`src/rtl/fifo_port_pkg.sv`:
```
// constants for the parallel fifo port mode control block
`default_nettype none
package fifo_port_pkg;
	localparam int          DATA_W          = 8;
	localparam int          FIFO_DEPTH      = 16;
	// register byte addresses
	localparam logic [7:0]  ADDR_CTRL       = 8'h00;
	localparam logic [7:0]  ADDR_PRESCALE   = 8'h04;
	localparam logic [7:0]  ADDR_TIMEOUT    = 8'h08;
	localparam logic [7:0]  ADDR_TXDATA     = 8'h0c;
	localparam logic [7:0]  ADDR_RXDATA     = 8'h10;
	localparam logic [7:0]  ADDR_STATUS     = 8'h14;
	// control fields
	localparam int          CTRL_MODE_LSB   = 0;
	localparam int          CTRL_WAKE_EN    = 2;
	localparam int          CTRL_PULLDN_EN  = 3;
	localparam int          CTRL_SUSPEND    = 4;
	localparam int          CTRL_POWER_OFF  = 5;
	localparam logic [1:0]  MODE_FIFO       = 2'h0;
	localparam logic [1:0]  MODE_ASYNC_BB   = 2'h1;
	localparam logic [1:0]  MODE_SYNC_BB    = 2'h2;
	// status fields
	localparam int          STAT_RX_VALID   = 0;
	localparam int          STAT_TX_FULL    = 1;
	localparam int          STAT_TX_EMPTY   = 2;
	localparam int          STAT_RESUME     = 3;
	// reset values and timing
	localparam logic [7:0]  TIMEOUT_RST_MS  = 8'h10;
	localparam logic [15:0] PRESCALE_RST    = 16'h0010;
	localparam int          CLK_PERIOD_NS   = 10;
	localparam int          MS_NS           = 1000000;
	localparam int          CYC_PER_MS      = MS_NS / CLK_PERIOD_NS;
	localparam int          STROBE_CYC      = 2;
endpackage
`default_nettype wire

```
`src/rtl/sync_fifo.sv`:
```
// small flip-flop fifo with valid/ready on both sides
`default_nettype none
module sync_fifo #(
	parameter int WIDTH = 8,
	parameter int DEPTH = 16
) (
	// clocking
	input  wire logic             clk,
	input  wire logic             resetn,
	input  wire logic             clkEn,
	// fill side
	input  wire logic             inValid,
	output logic                  inReady,
	input  wire logic [WIDTH-1:0] inData,
	// drain side
	output logic                  outValid,
	input  wire logic             outReady,
	output logic [WIDTH-1:0]      outData
);
	localparam int AW = $clog2(DEPTH);
	logic [WIDTH-1:0] mem_q [DEPTH];
	logic [AW-1:0]    wrPtr_q;
	logic [AW-1:0]    rdPtr_q;
	logic [AW:0]      count_q;
	logic             push;
	logic             pop;

	// honest flags from the occupancy count
	assign inReady  = (count_q != (AW+1)'(DEPTH));
	assign outValid = (count_q != '0);
	assign outData  = mem_q[rdPtr_q];
	assign push     = inValid && inReady;
	assign pop      = outValid && outReady;

	// storage
	always_ff @(posedge clk) begin
		if (clkEn && push) begin
			mem_q[wrPtr_q] <= inData;
		end
	end

	// pointers and count
	always_ff @(posedge clk) begin
		if (!resetn) begin
			wrPtr_q <= '0;
			rdPtr_q <= '0;
			count_q <= '0;
		end else if (clkEn) begin
			if (push) begin
				wrPtr_q <= (wrPtr_q == AW'(DEPTH-1)) ? '0 : wrPtr_q + 1'b1;
			end
			if (pop) begin
				rdPtr_q <= (rdPtr_q == AW'(DEPTH-1)) ? '0 : rdPtr_q + 1'b1;
			end
			if (push && !pop) begin
				count_q <= count_q + 1'b1;
			end else if (pop && !push) begin
				count_q <= count_q - 1'b1;
			end
		end
	end
endmodule // sync_fifo
`default_nettype wire

```
`src/rtl/fifo_port_ctrl.sv`:
```
// mode, bit-bang, wake-up, flush timeout and pull-down control of the parallel port
//
// Local design decisions: the register offsets and register access over APB.
`default_nettype none
// How it works
// - bit-bang modes turn the eight data lines into a general I/O port
// - bit-bang bytes leave the fifo one by one, paced by a prescaler timer
// - asynchronous bit-bang drives read and write strobes out on pins
// - synchronous bit-bang samples the pins only when a byte is written out
// - suspended with wake enabled, the receive-available pin becomes an input
// - a low pulse on that pin during suspend raises a resume request
// - flush timeout resets to 16 ms, programmable 1 to 255 ms
// - on timeout, partial received data is flushed to the host
// - power off with option set weakly pulls the data lines low
// - an active-low external reset input resets the block
module fifo_port_ctrl
	import fifo_port_pkg::*;
#(
	parameter int DEPTH       = FIFO_DEPTH,
	parameter int CYC_PER_MS_P = CYC_PER_MS
) (
	// clocking and reset
	input  wire logic              clk,
	input  wire logic              resetn,
	input  wire logic              clkEn,
	input  wire logic              extResetn,
	// apb slave
	input  wire logic              psel,
	input  wire logic              penable,
	input  wire logic              pwrite,
	input  wire logic [7:0]        paddr,
	input  wire logic [31:0]       pwdata,
	output logic                   pready,
	output logic [31:0]            prdata,
	output logic                   pslverr,
	// parallel data lines
	input  wire logic [DATA_W-1:0] dataIn,
	output logic [DATA_W-1:0]      dataOut,
	output logic [DATA_W-1:0]      dataOe,
	output logic [DATA_W-1:0]      dataPullDn,
	// strobes and handshake pins
	output logic                   bbRdStrobeN,
	output logic                   bbWrStrobeN,
	input  wire logic              rxDataAvailableNIn,
	output logic                   rxDataAvailableNOut,
	output logic                   rxDataAvailableNOe,
	output logic                   powerOnEnableN,
	// usb side events
	output logic                   resumeReq,
	output logic                   flushReq
);
	typedef enum logic [2:0] {
		BB_IDLE   = 3'b001,
		BB_DRIVE  = 3'b010,
		BB_STROBE = 3'b100
	} bb_state_t;

	logic              rstN;
	logic [1:0]        mode_q;
	logic              wakeEn_q;
	logic              pullDnEn_q;
	logic              suspend_q;
	logic              powerOff_q;
	logic [15:0]       prescale_q;
	logic [7:0]        timeoutMs_q;
	logic [15:0]       preCnt_q;
	logic [1:0]        strobeCnt_q;
	bb_state_t         bbState_q;
	logic [DATA_W-1:0] outByte_q;
	logic [DATA_W-1:0] rxByte_q;
	logic              rxValid_q;
	logic              rxPend_q;
	logic [31:0]       msCnt_q;
	logic [7:0]        msElapsed_q;
	logic              wakePinLast_q;
	logic              resume_q;
	logic              flush_q;
	logic              fifoInValid;
	logic              fifoInReady;
	logic              fifoOutValid;
	logic              fifoOutReady;
	logic [DATA_W-1:0] fifoOutData;
	logic              acc;
	logic              wrAcc;
	logic              rdAcc;
	logic              bitBang;
	logic              pinIsInput;
	logic              wakeListen;
	logic [31:0]       rdWord;
	logic              rdErr;

	// reset from either source
	assign rstN = resetn && extResetn;

	function automatic logic addrHit(input logic [7:0] a, input logic [7:0] reg_addr);
		return a == reg_addr;
	endfunction

	assign acc        = psel && penable && pready; // writes land at the answering edge only
	assign wrAcc      = acc && pwrite;
	assign rdAcc      = acc && !pwrite;
	assign bitBang    = (mode_q == MODE_ASYNC_BB) || (mode_q == MODE_SYNC_BB);
	assign pinIsInput = suspend_q && wakeEn_q;
	// listen only once the pin is released, so our own low drive is no wake
	assign wakeListen = pinIsInput && !rxDataAvailableNOe;
	assign fifoInValid  = wrAcc && addrHit(paddr, ADDR_TXDATA);
	assign fifoOutReady = bitBang && (bbState_q == BB_IDLE) && (preCnt_q == '0);

	// bytes from the host wait here for the pacing timer
	sync_fifo #(
		.WIDTH (DATA_W),
		.DEPTH (DEPTH)
	) u_tx_fifo (
		.clk      (clk),
		.resetn   (rstN),
		.clkEn    (clkEn),
		.inValid  (fifoInValid),
		.inReady  (fifoInReady),
		.inData   (pwdata[DATA_W-1:0]),
		.outValid (fifoOutValid),
		.outReady (fifoOutReady),
		.outData  (fifoOutData)
	);

	// mode and power control bits
	always_ff @(posedge clk) begin
		if (!rstN) begin
			mode_q     <= MODE_FIFO;
			wakeEn_q   <= 1'b1;
			pullDnEn_q <= 1'b0;
			suspend_q  <= 1'b0;
			powerOff_q <= 1'b0;
		end else if (clkEn && wrAcc && addrHit(paddr, ADDR_CTRL)) begin
			mode_q     <= pwdata[CTRL_MODE_LSB +: 2];
			wakeEn_q   <= pwdata[CTRL_WAKE_EN];
			pullDnEn_q <= pwdata[CTRL_PULLDN_EN];
			suspend_q  <= pwdata[CTRL_SUSPEND];
			powerOff_q <= pwdata[CTRL_POWER_OFF];
		end
	end

	// pacing prescaler and flush timeout
	always_ff @(posedge clk) begin
		if (!rstN) begin
			prescale_q  <= PRESCALE_RST;
			timeoutMs_q <= TIMEOUT_RST_MS;
		end else if (clkEn && wrAcc) begin
			if (addrHit(paddr, ADDR_PRESCALE)) begin
				prescale_q <= pwdata[15:0];
			end else if (addrHit(paddr, ADDR_TIMEOUT) && pwdata[7:0] != 8'h00) begin
				timeoutMs_q <= pwdata[7:0]; // zero ignored
			end
		end
	end

	// register read word and error flag, decoded by address
	always_comb begin
		rdWord = 32'h0000_0000;
		rdErr  = 1'b0;
		if (addrHit(paddr, ADDR_CTRL)) begin
			rdWord = {26'h0, powerOff_q, suspend_q, pullDnEn_q, wakeEn_q, mode_q};
		end else if (addrHit(paddr, ADDR_PRESCALE)) begin
			rdWord = {16'h0, prescale_q};
		end else if (addrHit(paddr, ADDR_TIMEOUT)) begin
			rdWord = {24'h0, timeoutMs_q};
		end else if (addrHit(paddr, ADDR_RXDATA)) begin
			rdWord = {24'h0, rxByte_q};
		end else if (addrHit(paddr, ADDR_STATUS)) begin
			rdWord = {28'h0, resume_q, !fifoOutValid, !fifoInReady, rxValid_q};
		end else if (!addrHit(paddr, ADDR_TXDATA)) begin
			rdErr = 1'b1; // unmapped offset, no effect
		end
	end

	// apb answer: txdata waits while the fifo is full, else one access cycle
	always_ff @(posedge clk) begin
		if (!rstN) begin
			pready  <= 1'b0;
			prdata  <= 32'h0000_0000;
			pslverr <= 1'b0;
		end else if (clkEn) begin
			pready  <= 1'b0;
			pslverr <= 1'b0;
			if (psel && !penable) begin
				pready  <= 1'b1;
				prdata  <= rdWord;
				pslverr <= rdErr;
				if (addrHit(paddr, ADDR_TXDATA) && pwrite && !fifoInReady) begin
					pready <= 1'b0; // full fifo stretches the access phase
				end
			end else if (psel && penable && !pready && fifoInReady) begin
				pready <= 1'b1; // stalled txdata write now fits
			end
		end
	end

	// bit-bang pacing and strobe sequencing
	always_ff @(posedge clk) begin
		if (!rstN) begin
			bbState_q   <= BB_IDLE;
			preCnt_q    <= '0;
			strobeCnt_q <= '0;
			outByte_q   <= '0;
			rxPend_q    <= 1'b0;
			bbWrStrobeN <= 1'b1;
			bbRdStrobeN <= 1'b1;
		end else if (clkEn) begin
			rxPend_q <= 1'b0;
			if (preCnt_q != '0) begin
				preCnt_q <= preCnt_q - 1'b1;
			end
			case (bbState_q)
				BB_IDLE: begin
					if (fifoOutReady && fifoOutValid) begin
						outByte_q <= fifoOutData;
						preCnt_q  <= prescale_q;
						bbState_q <= BB_DRIVE;
					end else if (bitBang && mode_q == MODE_ASYNC_BB && preCnt_q == '0) begin
						bbRdStrobeN <= 1'b0; // free-running read
						rxPend_q    <= 1'b1;
						preCnt_q    <= prescale_q;
						strobeCnt_q <= 2'(STROBE_CYC);
						bbState_q   <= BB_STROBE;
					end
				end
				BB_DRIVE: begin
					strobeCnt_q <= 2'(STROBE_CYC);
					bbState_q   <= BB_STROBE;
					if (mode_q == MODE_ASYNC_BB) begin
						bbWrStrobeN <= 1'b0;
					end else begin
						rxPend_q <= 1'b1; // sample tied to this write
					end
				end
				BB_STROBE: begin
					if (strobeCnt_q != '0) begin
						strobeCnt_q <= strobeCnt_q - 1'b1;
					end else begin
						bbWrStrobeN <= 1'b1;
						bbRdStrobeN <= 1'b1;
						bbState_q   <= BB_IDLE;
					end
				end
				default: bbState_q <= BB_IDLE;
			endcase
		end
	end

	// captured pin value returned to the host
	always_ff @(posedge clk) begin
		if (!rstN) begin
			rxByte_q  <= '0;
			rxValid_q <= 1'b0;
		end else if (clkEn) begin
			if (rxPend_q) begin
				rxByte_q  <= dataIn;
				rxValid_q <= 1'b1;
			end else if (rdAcc && addrHit(paddr, ADDR_RXDATA) && pready) begin
				rxValid_q <= 1'b0;
			end
		end
	end

	// data line drive
	always_ff @(posedge clk) begin
		if (!rstN) begin
			dataOut <= '0;
			dataOe  <= '0;
		end else if (clkEn) begin
			dataOut <= bitBang ? outByte_q : '0;
			dataOe  <= (bitBang && !powerOff_q) ? '1 : '0;
		end
	end

	// power-off bleed of the data lines
	always_ff @(posedge clk) begin
		if (!rstN) begin
			dataPullDn <= '0;
		end else if (clkEn) begin
			dataPullDn <= (pullDnEn_q && powerOff_q) ? '1 : '0;
		end
	end

	// receive-available pin role and power enable
	always_ff @(posedge clk) begin
		if (!rstN) begin
			rxDataAvailableNOut <= 1'b1;
			rxDataAvailableNOe  <= 1'b1;
			powerOnEnableN      <= 1'b1;
		end else if (clkEn) begin
			rxDataAvailableNOut <= !rxValid_q;
			rxDataAvailableNOe  <= !pinIsInput;
			powerOnEnableN      <= powerOff_q || suspend_q;
		end
	end

	// wake-up falling edge detection; set wins over status read clear
	always_ff @(posedge clk) begin
		if (!rstN) begin
			wakePinLast_q <= 1'b1;
			resume_q      <= 1'b0;
			resumeReq     <= 1'b0;
		end else if (clkEn) begin
			wakePinLast_q <= wakeListen ? rxDataAvailableNIn : 1'b1;
			resumeReq     <= 1'b0;
			if (wakeListen && wakePinLast_q && !rxDataAvailableNIn) begin
				resumeReq <= 1'b1;
				resume_q  <= 1'b1;
			end else if (rdAcc && addrHit(paddr, ADDR_STATUS) && pready) begin
				resume_q <= 1'b0;
			end
		end
	end

	// flush timer, restarted by each new receive byte
	always_ff @(posedge clk) begin
		if (!rstN) begin
			msCnt_q     <= '0;
			msElapsed_q <= '0;
			flush_q     <= 1'b0;
			flushReq    <= 1'b0;
		end else if (clkEn) begin
			flushReq <= 1'b0;
			if (rxPend_q || !rxValid_q) begin
				msCnt_q     <= '0;
				msElapsed_q <= '0;
				flush_q     <= 1'b0;
			end else if (!flush_q) begin
				if (msCnt_q == 32'(CYC_PER_MS_P - 1)) begin
					msCnt_q <= '0;
					if (msElapsed_q + 8'h01 == timeoutMs_q) begin
						flushReq <= 1'b1;
						flush_q  <= 1'b1;
					end else begin
						msElapsed_q <= msElapsed_q + 8'h01;
					end
				end else begin
					msCnt_q <= msCnt_q + 32'h1;
				end
			end
		end
	end
endmodule // fifo_port_ctrl
`default_nettype wire

```
`config.mk`:
```
export PLATFORM = sky130hd
export DESIGN_NAME = fifo_port_ctrl
export DESIGN_NICKNAME = d
export VERILOG_FILES = /design/src/rtl/fifo_port_pkg.sv /design/src/rtl/sync_fifo.sv /design/src/rtl/fifo_port_ctrl.sv
export SDC_FILE = /design/constraint.sdc
export NUM_CORES = 1
export LEC_CHECK = 0
export ABC_AREA = 1
export CELL_PAD_IN_SITES_DETAIL_PLACEMENT = 1
export CELL_PAD_IN_SITES_GLOBAL_PLACEMENT = 1
export CORE_MARGIN = 2
export CORE_UTILIZATION = 40
export DETAILED_ROUTE_END_ITERATION = 10
export DONT_BUFFER_PORTS = 1
export GPL_ROUTABILITY_DRIVEN = 0
export PLACE_DENSITY = 0.79
export SLEW_MARGIN = 5
export SYNTH_ARGS = -nofsm -noshare
export SYNTH_HDL_FRONTEND = slang
export SYNTH_SLANG_ARGS = --single-unit
```
`constraint.sdc`:
```
create_clock -name clk -period 4.1 [get_ports clk]
set_clock_uncertainty 0.15 [all_clocks]
set_input_delay 0.41 -clock clk [delete_from_list [all_inputs] [get_ports clk]]
set_output_delay 0.41 -clock clk [all_outputs]
set_load 0.01 [all_outputs]
```
==> reports/qor.yml <==
rsz0062_at_grt: "false"
netSwitchingFraction: 0.291
holdBufCountCts: 29
min-delay-start: "psel"
overflow: 0
route.detailed.drc: 0
cts_setup_buffers: 0
vias: 11600
grt_max_degree: 82
cts.repair.resized: 0
setup_ws_ns: 0.558
dp_hpwl_microns: 26100
setup_tns_ns: 0
period_minus_slack_ns: 3.54
path_buf_inv: 3
whs_ns: 0.0457
viasPerCell: 5.48
max_clock_freq_mhz: 282
grt_usage: 0.232
status: "complete, no violations"
yosys_register_bits: 288
grt_pass1_vias: 12200
final_area_sq_mm: 0.0151
clk_pin_slew_ns: 0.06
hold_violations: 0
design.core.area_sq_mm: 0.0334
root_buffer: "clkbuf_16"
place_ws_ns: 0.605
synth_edf_count: 128
die_area_sq_mm: 0.0354
chipWidth_microns: 188
max-cap-violations: 0
portBuffers: 0
clkPwrFrac: 0.393
placed_cell_area_sq_mm: 0.0137
numCtsBuffers: 34
first_pass_iters: 5
p_int_w: 0.00510
drive_gt1_frac: 0.0584
slowest_stage: "inv_1"
wire_per_inst_microns: 19.3
combinationalPowerShare: 0.176
drtIter0Drc: 830
insertion_delay_ns: 0.54
crit_path_cell_trace: "inv_1, ha_1, inv_1, nand2_1, nor2_1, nand3_2, ha_1, inv_1, ha_1, a21o_1, a21oi_1, nor2_1, nor2_1, nand2_1, o21ai_0, a21oi_1"
final_cell_mix: "nand2_1 (277), nor2_1 (267), dfxtp_1 (158)"
yosysTopAreaCell: "edfxtp_1"
synth_async_sr_flop_share: 0
final_common_cell: "nand2_1"
grt_pass1_wl_microns: 65100
synth_flop_cell: "dfxtp_1"
cp-end-kind: "flop"
path_max_fanout: 11
syn_avg_cell_area_sq_um: 8.27
rows: 67
syn_inst: 1641
layout.nets: 1709
ir_drop_uv: 322
setup_violations: 0
start_kind: "flop"
cts.sinks: 288
yosysWarnings: 0
worst_ep_required_time_ns: 4.37
clockBufferDepth: 3
power_leakage_nw: 5.31
wl_microns: 40900
fin_crit_sh: 0.864
dp.cells: 2020
ys_seq_area_frac: 0.519
ant_nets: 0
post-synth-top-area-fraction: 0.283
crit_path_max_incr_delay_ns: 0.37
initial_core_util: 0.406
rr_startpoint: "mode_q[1]"
powerDensity_mw_per_mm2: 478
final_cells: 2113
worstMarginPinSlew_ns: 1.18
slew_headroom: 0.214
seqPwrFrac: 0.432
worstSetupPathType: "reg2reg"
worstPathArrival_ns: 3.81
crit_start: "mode_q[1]"
ios: 121
netlist_area_sq_mm: 0.0136
ys_types: 53
drv_slew: 0
cts_tree: "yes"
antenna_found_initial: 5
p_sw_w: 0.00210
synth_area_leaders: "edfxtp_1 (28%), dfxtp_1 (24%), nand2_1 (7.7%)"
hold_class: "in2reg"
area_delta_synth_final_pct: 11.2
h-tree-depth: 2
cp_top_family: "simple AND/OR/NAND/NOR gates"
die_h_microns: 188
-- cell families (layout without fill, tap and decap cells) --
group                      after synthesis  after routing  synth area share
other                                    1             20          0.000276
and+or+nand+nor                        741            741             0.236
xor gates and xnor gates                19             19            0.0123
AOI/OAI and AO/OA                      339            339             0.139
DFF                                    288            288             0.519
buffers and inverters                  237            242            0.0772
adders and majority gates               16             16            0.0153
-- tightest hold or removal path: stages --
cell	delay, ns
inv_1	0.05
nor2_1	0.05
o21ai_0	0.08
a21oi_1	0.07
-- metrics by stage --
| stage | power, W | utilization |
|---|---|---|
| floorplan | 0.00412 | - |
| global placement | 0.00433 | 0.411 |
| detailed placement | 0.00436 | 0.411 |
| CTS | 0.00724 | 0.451 |
| global route | 0.00755 | 0.451 |
| finish | 0.00720 | 0.451 |
-- sequential cells by signal, indices dropped and copies added (netlist names), 2 cells and up --
register and flops:
rxByte_q 8, prescale_q 16, strobeCnt_q 2, msCnt_q 32
outByte_q 8, preCnt_q 16, msElapsed_q 8, prdata 16
u_tx_fifo.mem_q 128, timeoutMs_q 8, dataOut 8, u_tx_fifo.count_q 5
bbState_q 3, mode_q 2, u_tx_fifo.wrPtr_q 4, u_tx_fifo.rdPtr_q 4
-- synth_stat cells (28+ instances only) --
master    number
a21oi_1      134
buf_4         33
clkbuf_1      45
dfxtp_1      160
edfxtp_1     128
inv_1        133
nand2_1      278
nand3_1       99
nand4_1       28
nor2_1       267
nor3_1        29
o21ai_0      136
-- area by class of cell --
type	count	area [sq um]
well taps	448	561
repair buffers	37	350
inverters	145	544
multi-input cells	1131	5530
diodes	4	10.0
clock inverters	11	76.3
clock buffers	49	958
fillers	3948	18400
flip-flops and latches	288	7050
-- routing by layer --
metal | up-vias | GRT usage | part of all wire
met5 | - | 0 | 0.00039
met3 | 83 | 0.0393 | 0.049
met2 | 309 | 0.411 | 0.50
li1 | 5491 | - | -
met1 | 5685 | 0.279 | 0.42
met4 | 2 | 0.0957 | 0.032
-- power by group through the flow --
stage	sequential, W	combinational (W)	clock, W
2_1_floorplan	0.00315	0.000966	0
3_3_place_gp	0.00317	0.00116	0
3_5_place_dp	0.00317	0.00120	0
4_1_cts	0.00311	0.00126	0.00287
5_1_grt	0.00311	0.00144	0.00300
6_report	0.00311	0.00127	0.00283
-- worst paths after layout --
path | to | slack (ns) | cells past startpoint
setup reg to reg | u_tx_fifo.count_q[4] | 0.56 | 16
setup / recovery | u_tx_fifo.count_q[4] | 0.56 | 16
hold / removal | pready | 0.05 | 4
hold reg to reg | flush_q | 0.30 | 2
Power figures use the tool's default switching activity.
